### src/verilog/acu_consts.svh
// Constants for the accumulator compare and add unit.
// Assumes inclusion by bare name from the unit and the checker.
`ifndef ACU_CONSTS_SVH
`define ACU_CONSTS_SVH

// ----------------------------------------
// Widths and sizes
// ----------------------------------------
`define ACU_ACC_W 32
`define ACU_HALF_W 16
`define ACU_LEN_W 6
`define ACU_STACK_DEPTH 8
`define ACU_BCD_DIGITS 4

// ----------------------------------------
// Field positions and values
// ----------------------------------------
`define ACU_SIGN_BIT 31
`define ACU_MAG_MSB 30
`define ACU_EXP_MSB 30
`define ACU_EXP_LSB 23
`define ACU_MANT_MSB 22
`define ACU_EXP_ALL_ONES 8'h ff
`define ACU_ACC_RESET 32'h0000_0000
`define ACU_HALF_ZERO 16'h0000
`define ACU_BCD_MAX 5'h09
`define ACU_BCD_ADJ 5'h06
`define ACU_FIELD_FULL 6'h20

`endif

### src/verilog/acu_pkg.sv
// Types shared by the accumulator compare and add unit.
// Assumes the constants header sits beside this file.
package acu_pkg;

    // ----------------------------------------
    // Operation codes from the sequencer
    // ----------------------------------------
    typedef enum logic [2:0]
    {
        acu_op_nop,
        acu_op_load,
        acu_op_cmp_double,
        acu_op_cmp_field,
        acu_op_cmp_stack,
        acu_op_cmp_real,
        acu_op_add
    } acu_op_t;

    // ----------------------------------------
    // Outcome of a compare
    // ----------------------------------------
    typedef enum logic [1:0]
    {
        acu_rel_less,
        acu_rel_equal,
        acu_rel_greater
    } acu_rel_t;

endpackage

### src/verilog/acu_unit.sv
// Accumulator datapath slice: compares, single BCD add, accumulator stack.
// Assumes an instruction sequencer on the same clock that fetches operands and
// presents one operation per op_valid pulse.
//
// What this block does
// - Double compare checks full 32-bit accumulator against memory pair or constant.
// - Compare sets less, equal or greater flag from accumulator versus operand.
// - Each flag keeps its value until a later operation writes it.
// - Bit-field compare uses a run of zero to thirty-two bits.
// - Stack compare checks the accumulator against the first stack level.
// - Stack compare leaves accumulator alone and only updates relation flags.
// - Loading the accumulator pushes its old contents onto the stack.
// - Real compare treats both 32-bit values as real numbers numerically.
// - Real compare raises bad pointer flag when the pointer address is invalid.
// - Real operation raises invalid number flag on a non-real operand.
// - Single add adds memory BCD word into the accumulator.
// - Single add uses only the low 16 accumulator bits.
// - Add raises zero flag when the accumulator result is zero.
// - A 16-bit add carry out raises the 16-bit carry flag.
// - Add always clears the 32-bit carry flag; the single add never carries out of the full word.
// - Add raises negative flag when the accumulator result is negative.
// - BCD operation raises invalid number flag on any non-BCD digit in the low 16 bits of either value.
// - Negative means the accumulator result's top bit is one.
`timescale 1ns/1ps
`include "acu_consts.svh"

module acu_unit
(
    input wire logic clock,
    input wire logic rst_b,
    input wire logic op_valid,
    input wire acu_pkg::acu_op_t op_code,
    input wire logic [`ACU_ACC_W-1:0] operand,
    input wire logic [`ACU_LEN_W-1:0] field_len,
    input wire logic pointer_invalid,
    output logic op_done,
    output logic [`ACU_ACC_W-1:0] accumulator,
    output logic [`ACU_ACC_W-1:0] stack_top,
    output logic less_than_flag,
    output logic equal_flag,
    output logic greater_than_flag,
    output logic zero_result_flag,
    output logic carry16_flag,
    output logic carry32_flag,
    output logic negative_flag,
    output logic bad_pointer_flag,
    output logic invalid_number_flag
);

    // ----------------------------------------
    // Helper functions
    // ----------------------------------------
    function automatic acu_pkg::acu_rel_t unsigned_rel(input logic [`ACU_ACC_W-1:0] a,
                                                       input logic [`ACU_ACC_W-1:0] b);
        if (a < b)
        begin
            return acu_pkg::acu_rel_less;
        end
        else if (a == b)
        begin
            return acu_pkg::acu_rel_equal;
        end
        return acu_pkg::acu_rel_greater;
    endfunction

    function automatic logic is_not_real(input logic [`ACU_ACC_W-1:0] v);
        return (v[`ACU_EXP_MSB:`ACU_EXP_LSB] == `ACU_EXP_ALL_ONES) && (v[`ACU_MANT_MSB:0] != '0);
    endfunction

    // Sign-magnitude ordering; both zeros compare equal
    function automatic acu_pkg::acu_rel_t real_rel(input logic [`ACU_ACC_W-1:0] a,
                                                   input logic [`ACU_ACC_W-1:0] b);
        logic a_neg;
        logic b_neg;
        acu_pkg::acu_rel_t mag;
        a_neg = a[`ACU_SIGN_BIT];
        b_neg = b[`ACU_SIGN_BIT];
        mag = unsigned_rel({1'b0, a[`ACU_MAG_MSB:0]}, {1'b0, b[`ACU_MAG_MSB:0]});
        if ((a[`ACU_MAG_MSB:0] == '0) && (b[`ACU_MAG_MSB:0] == '0))
        begin
            return acu_pkg::acu_rel_equal;
        end
        else if (a_neg != b_neg)
        begin
            return a_neg ? acu_pkg::acu_rel_less : acu_pkg::acu_rel_greater;
        end
        else if (!a_neg || (mag == acu_pkg::acu_rel_equal))
        begin
            return mag;
        end
        return (mag == acu_pkg::acu_rel_less) ? acu_pkg::acu_rel_greater : acu_pkg::acu_rel_less;
    endfunction

    function automatic logic has_bad_digit(input logic [`ACU_HALF_W-1:0] v);
        logic bad;
        bad = 1'b0;
        for (int d = 0; d < `ACU_BCD_DIGITS; d++)
        begin
            bad = bad | ({1'b0, v[d*4 +: 4]} > `ACU_BCD_MAX);
        end
        return bad;
    endfunction

    // ----------------------------------------
    // Accumulator stack storage
    // ----------------------------------------
    logic [`ACU_ACC_W-1:0] stack_mem [`ACU_STACK_DEPTH];

    // ----------------------------------------
    // Field mask for the bit-field compare
    // ----------------------------------------
    logic [`ACU_ACC_W:0] field_ones;
    logic [`ACU_ACC_W-1:0] field_value;
    logic [`ACU_LEN_W-1:0] field_len_clamped;

    // Lengths past the top are held to the full word rather than wrapping
    always_comb
    begin
        field_len_clamped = (field_len > `ACU_FIELD_FULL) ? `ACU_FIELD_FULL : field_len;
        field_ones = (33'h0_0000_0001 << field_len_clamped) - 33'h0_0000_0001;
        field_value = operand & field_ones[`ACU_ACC_W-1:0];
    end

    // ----------------------------------------
    // Decimal adder, one digit per stage
    // ----------------------------------------
    logic [`ACU_BCD_DIGITS:0] digit_carry;
    logic [`ACU_HALF_W-1:0] bcd_sum;
    logic bcd_bad;

    assign digit_carry[0] = 1'b0;

    genvar g;
    generate
        for (g = 0; g < `ACU_BCD_DIGITS; g++)
        begin : gen_digit
            logic [4:0] raw;
            logic [4:0] fixed;
            always_comb
            begin
                raw = {1'b0, accumulator[g*4 +: 4]} + {1'b0, operand[g*4 +: 4]}
                      + {4'h0, digit_carry[g]};
                fixed = (raw > `ACU_BCD_MAX) ? (raw + `ACU_BCD_ADJ) : raw;
            end
            assign bcd_sum[g*4 +: 4] = fixed[3:0];
            assign digit_carry[g+1] = raw > `ACU_BCD_MAX;
        end
    endgenerate

    assign bcd_bad = has_bad_digit(accumulator[`ACU_HALF_W-1:0])
                     | has_bad_digit(operand[`ACU_HALF_W-1:0]);

    // ----------------------------------------
    // Next values per operation
    // ----------------------------------------
    logic [`ACU_ACC_W-1:0] next_accumulator;
    acu_pkg::acu_rel_t cmp_rel;
    logic cmp_write;
    logic real_skip;

    always_comb
    begin
        cmp_write = 1'b0;
        real_skip = 1'b0;
        cmp_rel = acu_pkg::acu_rel_equal;
        next_accumulator = accumulator;
        unique case (op_code)
            acu_pkg::acu_op_nop:
            begin
                next_accumulator = accumulator;
            end
            acu_pkg::acu_op_load:
            begin
                next_accumulator = operand;
            end
            acu_pkg::acu_op_cmp_double:
            begin
                cmp_write = 1'b1;
                cmp_rel = unsigned_rel(accumulator, operand);
            end
            acu_pkg::acu_op_cmp_field:
            begin
                cmp_write = 1'b1;
                cmp_rel = unsigned_rel(accumulator, field_value);
            end
            acu_pkg::acu_op_cmp_stack:
            begin
                cmp_write = 1'b1;
                cmp_rel = unsigned_rel(accumulator, stack_mem[0]);
            end
            acu_pkg::acu_op_cmp_real:
            begin
                // A bad address or a non-real value gives no meaningful order
                real_skip = pointer_invalid | is_not_real(accumulator) | is_not_real(operand);
                cmp_write = !real_skip;
                cmp_rel = real_rel(accumulator, operand);
            end
            acu_pkg::acu_op_add:
            begin
                next_accumulator = {accumulator[`ACU_ACC_W-1:`ACU_HALF_W], bcd_sum};
            end
            default:
            begin
                next_accumulator = accumulator;
            end
        endcase
    end

    // ----------------------------------------
    // Accumulator and stack
    // ----------------------------------------
    always_ff @(posedge clock or negedge rst_b)
    begin
        if (!rst_b)
        begin
            accumulator <= `ACU_ACC_RESET;
        end
        else if (op_valid)
        begin
            accumulator <= next_accumulator;
        end
    end

    generate
        for (g = 0; g < `ACU_STACK_DEPTH; g++)
        begin : gen_stack
            always_ff @(posedge clock or negedge rst_b)
            begin
                if (!rst_b)
                begin
                    stack_mem[g] <= `ACU_ACC_RESET;
                end
                else if (op_valid && (op_code == acu_pkg::acu_op_load))
                begin
                    // Deepest level falls off the bottom
                    stack_mem[g] <= (g == 0) ? accumulator : stack_mem[(g == 0) ? 0 : g-1];
                end
            end
        end
    endgenerate

    assign stack_top = stack_mem[0];

    // ----------------------------------------
    // Relation flags
    // ----------------------------------------
    always_ff @(posedge clock or negedge rst_b)
    begin
        if (!rst_b)
        begin
            less_than_flag <= 1'b0;
            equal_flag <= 1'b0;
            greater_than_flag <= 1'b0;
        end
        else if (op_valid && cmp_write)
        begin
            less_than_flag <= cmp_rel == acu_pkg::acu_rel_less;
            equal_flag <= cmp_rel == acu_pkg::acu_rel_equal;
            greater_than_flag <= cmp_rel == acu_pkg::acu_rel_greater;
        end
    end

    // ----------------------------------------
    // Real and BCD error flags
    // ----------------------------------------
    always_ff @(posedge clock or negedge rst_b)
    begin
        if (!rst_b)
        begin
            bad_pointer_flag <= 1'b0;
            invalid_number_flag <= 1'b0;
        end
        else if (op_valid && (op_code == acu_pkg::acu_op_cmp_real))
        begin
            bad_pointer_flag <= pointer_invalid;
            invalid_number_flag <= is_not_real(accumulator) | is_not_real(operand);
        end
        else if (op_valid && (op_code == acu_pkg::acu_op_add))
        begin
            invalid_number_flag <= bcd_bad;
        end
    end

    // ----------------------------------------
    // Add result flags
    // ----------------------------------------
    always_ff @(posedge clock or negedge rst_b)
    begin
        if (!rst_b)
        begin
            zero_result_flag <= 1'b0;
            carry16_flag <= 1'b0;
            carry32_flag <= 1'b0;
            negative_flag <= 1'b0;
        end
        else if (op_valid && (op_code == acu_pkg::acu_op_add))
        begin
            zero_result_flag <= next_accumulator == `ACU_ACC_RESET;
            carry16_flag <= digit_carry[`ACU_BCD_DIGITS];
            // Only a 32-bit add can carry out of the full word; the single add never does
            carry32_flag <= 1'b0;
            negative_flag <= next_accumulator[`ACU_SIGN_BIT];
        end
    end

    // ----------------------------------------
    // Completion strobe
    // ----------------------------------------
    always_ff @(posedge clock or negedge rst_b)
    begin
        if (!rst_b)
        begin
            op_done <= 1'b0;
        end
        else
        begin
            op_done <= op_valid;
        end
    end

endmodule

### config.mk
export PLATFORM = sky130hd
export DESIGN_NAME = acu_unit
export DESIGN_NICKNAME = d
export VERILOG_FILES = /design/src/verilog/acu_pkg.sv /design/src/verilog/acu_unit.sv
export VERILOG_INCLUDE_DIRS = /design/src /design/src/verilog
export SDC_FILE = /design/constraint.sdc
export NUM_CORES = 1
export LEC_CHECK = 0
export ABC_AREA = 1
export BUFFER_PORTS_ARGS = -buffer_cell sky130_fd_sc_hd__buf_2
export CORE_UTILIZATION = 30
export CTS_CLUSTER_DIAMETER = 50
export DETAILED_ROUTE_END_ITERATION = 8
export PLACE_DENSITY = 0.55
export SLEW_MARGIN = 10
export SYNTH_ARGS = -nofsm -noshare
export SYNTH_HDL_FRONTEND = slang
export SYNTH_SLANG_ARGS = --single-unit
### constraint.sdc
create_clock -name clock -period 6.35 [get_ports clock]
set_input_delay 0.3175 -clock clock [delete_from_list [all_inputs] [get_ports clock]]
set_output_delay 0.3175 -clock clock [all_outputs]
set_load 0.05 [all_outputs]
==> metrics.md <==
| Metric | Value |
|---|---|
| Wire per inst | 16.5 um |
| Routability Congestion | 0.939 |
| Initial Util | 0.308 |
| Clock group share of total power | 0.144 |
| Final #Nets | 1635 |
| Via density | 4.85 |
| Fmax achieved | 158 MHz |
| CP max stage cell | fa_2 |
| Core area | 0.0281 mm2 |
| Number of flops mapped to enable cells by yosys | 0 |
| Main synth FF type | dfrtp_1 |
| Clock-pin slew on the worst setup and hold paths | 0.06 ns |
| Clock sink total | 73 |
| Final Slew Violations | 0 |
| Final critical-path required period | 6.32 ns |
| CTS tree | done |
| Setup ws final | 0.0307 ns |
| Internal Power | 1840 uW |
| Pwr/cell area | 388 mW/mm2 |
| Initial DRC Count | 552 |
| Filler cells | 3176 |
| Run status | finished, final reports clean |
| Gr ovfl total | 0 |
| Worst r2r path cells | 42 |
| Hold Crit Class | input port to register |
| Cell depth of the worst hold path | 3 |
| Io pins | 119 |
| Ant diodes | 0 |
| Final WL | 30500 um |
| First-pass GRT wire length | 47200 um |
| Area of the die | 0.0295 mm2 |
| Ys async rst share | 1.00 |
| Crit-path leading delay family | adder cells |
| Leak pwr | 0.00553 uW |
| Post-Syn Area | 0.00865 mm2 |
| # rows | 61 |
| Net Sw Frac | 0.535 |
| Buffers plus inverters on the worst setup path | 9 |
| Maximum VDD drop | 179 uV |
| Worst hold slack | 0.217 ns |
| CP endpoint kind | register |
| Pin count of the biggest net entering global routing | 81 |
| Most frequent CP cell | inv_2 |
| Final HPWL DP | 25100 um |
| CTS max path bufs | 2 |
| Rel. slew slack | 0.529 |
| Max cap viols | 0 |
| FF-to-FF setup slack | 0.03 ns |
| Clock latency on the worst-skew pair | 0.34 ns |
| Die Ht | 172 um |
| Register area share after synthesis | 0.211 |
| NetSw | 2120 uW |
| DR vias | 8965 |
| Pre-CTS WS | -0.127 ns |
| Register share of total power | 0.199 |
| Multi-input logic area | 0.00587 mm2 |
| I/O Buffers | 117 |
| Layout cell share with drive strength beyond 1 | 0.179 |
| Seq cells post-synth | 73 |
| Worst-Margin Slew | 0.707 ns |
| Drt first pass iters | 5 |
| Ys Warns | 0 |
| Final period utilization | 0.995 |
| Crit Path Max Fanout | 4 |
| Type of origin of the critical path | register |
| CTS root buffer | clkbuf_16 |
| Clock Skew | 0.00779 ns |
| CP arrival | 6.60 ns |
| Largest stage delay, worst path | 0.58 ns |
| Inserted Clock Buffers | 9 |
| Worst Path Required | 6.63 ns |
| RSZ-0062 raised after global routing | true |
| H-tree levels | 3 |
| DRC | 0 |
| Die Wd | 172 um |
| Mean area per synthesized cell | 6.46 um2 |
| Initial antenna violation count | 1 |
| FF+latch area | 0.00183 mm2 |
| GRT Total Usage | 0.211 |
| Crit Path Class | register to register |
| Gate power share | 0.658 |
| Post-synthesis cell count | 1338 |
| Post-synthesis net count | 1505 |
| Syn-to-layout area delta | 17.8% |
| Unique cell type count in the Yosys netlist | 49 |
| Final Hold Vio Count | 0 |
| Antenna-violating nets left | 0 |
| Crit path depth | 42 |
| Vias in the first global route | 8531 |
| Setup violations, final | 0 |
through the flow:
stage               cell area, um2  instances  utilization  TNS [ns]  total power, uW
floorplan                     8650       1338            -         0             2500
global placement              9720       1828        0.346         0             3210
detailed placement            9720       1828        0.346    -0.158             3240
CTS                          10100       1843        0.358         0             3840
global route                 10200       1849        0.363    -0.577             4330
finish                       10200       1849        0.363         0             3960
cell usage after synthesis, types with 8 or more instances:
cell type	number	share of area
clkbuf_1	9	0.0039
nand4_1	35	0.025
nand2_1	339	0.15
o21ai_0	92	0.053
nand3_2	8	0.0093
nand2_2	9	0.0065
nor3_1	19	0.011
nand3_1	82	0.047
dfrtp_1	73	0.21
ha_1	115	0.17
nor2_2	10	0.0072
inv_2	18	0.0078
nor2_1	142	0.062
inv_1	215	0.093
a21oi_1	73	0.042
o22ai_1	9	0.0065
area by class of cell:
cell class / count / share of cell area
Clock buffer: 11 / 0.0248
Clock inverter: 3 / 0.00639
Inverter: 237 / 0.0889
Multi-Input combinational cell: 1003 / 0.576
Sequential cell: 73 / 0.180
Tap cell: 378 / 0.0464
Timing Repair Buffer: 144 / 0.0778
power by group through the flow:
stage	clock network, uW	registers (uW)	logic, uW
2_1_floorplan	0	1170	1340
3_3_place_gp	0	788	2420
3_5_place_dp	0	789	2450
4_1_cts	583	782	2470
5_1_grt	598	805	2930
6_report	569	786	2600
tightest hold or removal path, stage by stage:
cell and delay, ns:
buf_2 0.10, nand2_1 0.05, nand2_1 0.05
flip-flops by register name, indices dropped and copies added, names as in the netlist:
register,flops
op_done,1
bad_pointer_flag,1
accumulator,32
negative_flag,1
zero_result_flag,1
carry16_flag,1
less_than_flag,1
invalid_number_flag,1
stack_top,32
greater_than_flag,1
equal_flag,1
per-layer routing:
metal | GRT usage | part of all wire | up-vias
met1 | 0.295 | 0.48 | 4111
met5 | 0 | 0.00033 | -
li1 | - | - | 4578
met3 | 0.0343 | 0.055 | 45
met4 | 0.0550 | 0.022 | 2
met2 | 0.336 | 0.44 | 229
placed cells by master, fill, tap and decap left out, types with 19 or more instances in the layout:
cell and instances:
nand4_1 35, nand2_1 332, nand3_1 80, inv_2 25, a21oi_1 73, buf_2 116
nor2_1 141, dfrtp_1 71, ha_1 112, o21ai_0 90, inv_1 208, nor3_1 19
buf_4 27
path summary, 6_finish.rpt:
| check | start | to |
|---|---|---|
| min in group asynchronous | rst_b | stack_top[21] |
| max in group asynchronous | rst_b | accumulator[0] |
| setup reg to reg | accumulator[0] | zero_result_flag |
| hold / removal | pointer_invalid | bad_pointer_flag |
| hold reg to reg | bad_pointer_flag | bad_pointer_flag |
| setup / recovery | accumulator[0] | zero_result_flag |
cells by family (layout without fill, tap and decap cells):
family                   Yosys count  after routing  synth area share
buffers and inverters            262            395             0.121
AO/OA/AOI/OAI                    200            200             0.125
adder cells (fa/ha/maj)          122            122             0.183
AND/OR/NAND/NOR                  676            676             0.354
XOR/XNOR                           4              4           0.00492
other                              1              1          0.000434
flip-flops                        73             73             0.211
timing repair:
| item | CTS | global route |
|---|---|---|
| endpoints found under the setup margin | 1 | 5 |
| hold buffers | 1 | 0 |
| hold endpoints to repair | 29 | 0 |
| pin swaps | 0 | 32 |
| gates resized for setup | 2 | 30 |
| setup buffers | 0 | 6 |
Power figures use the tool's default switching activity.
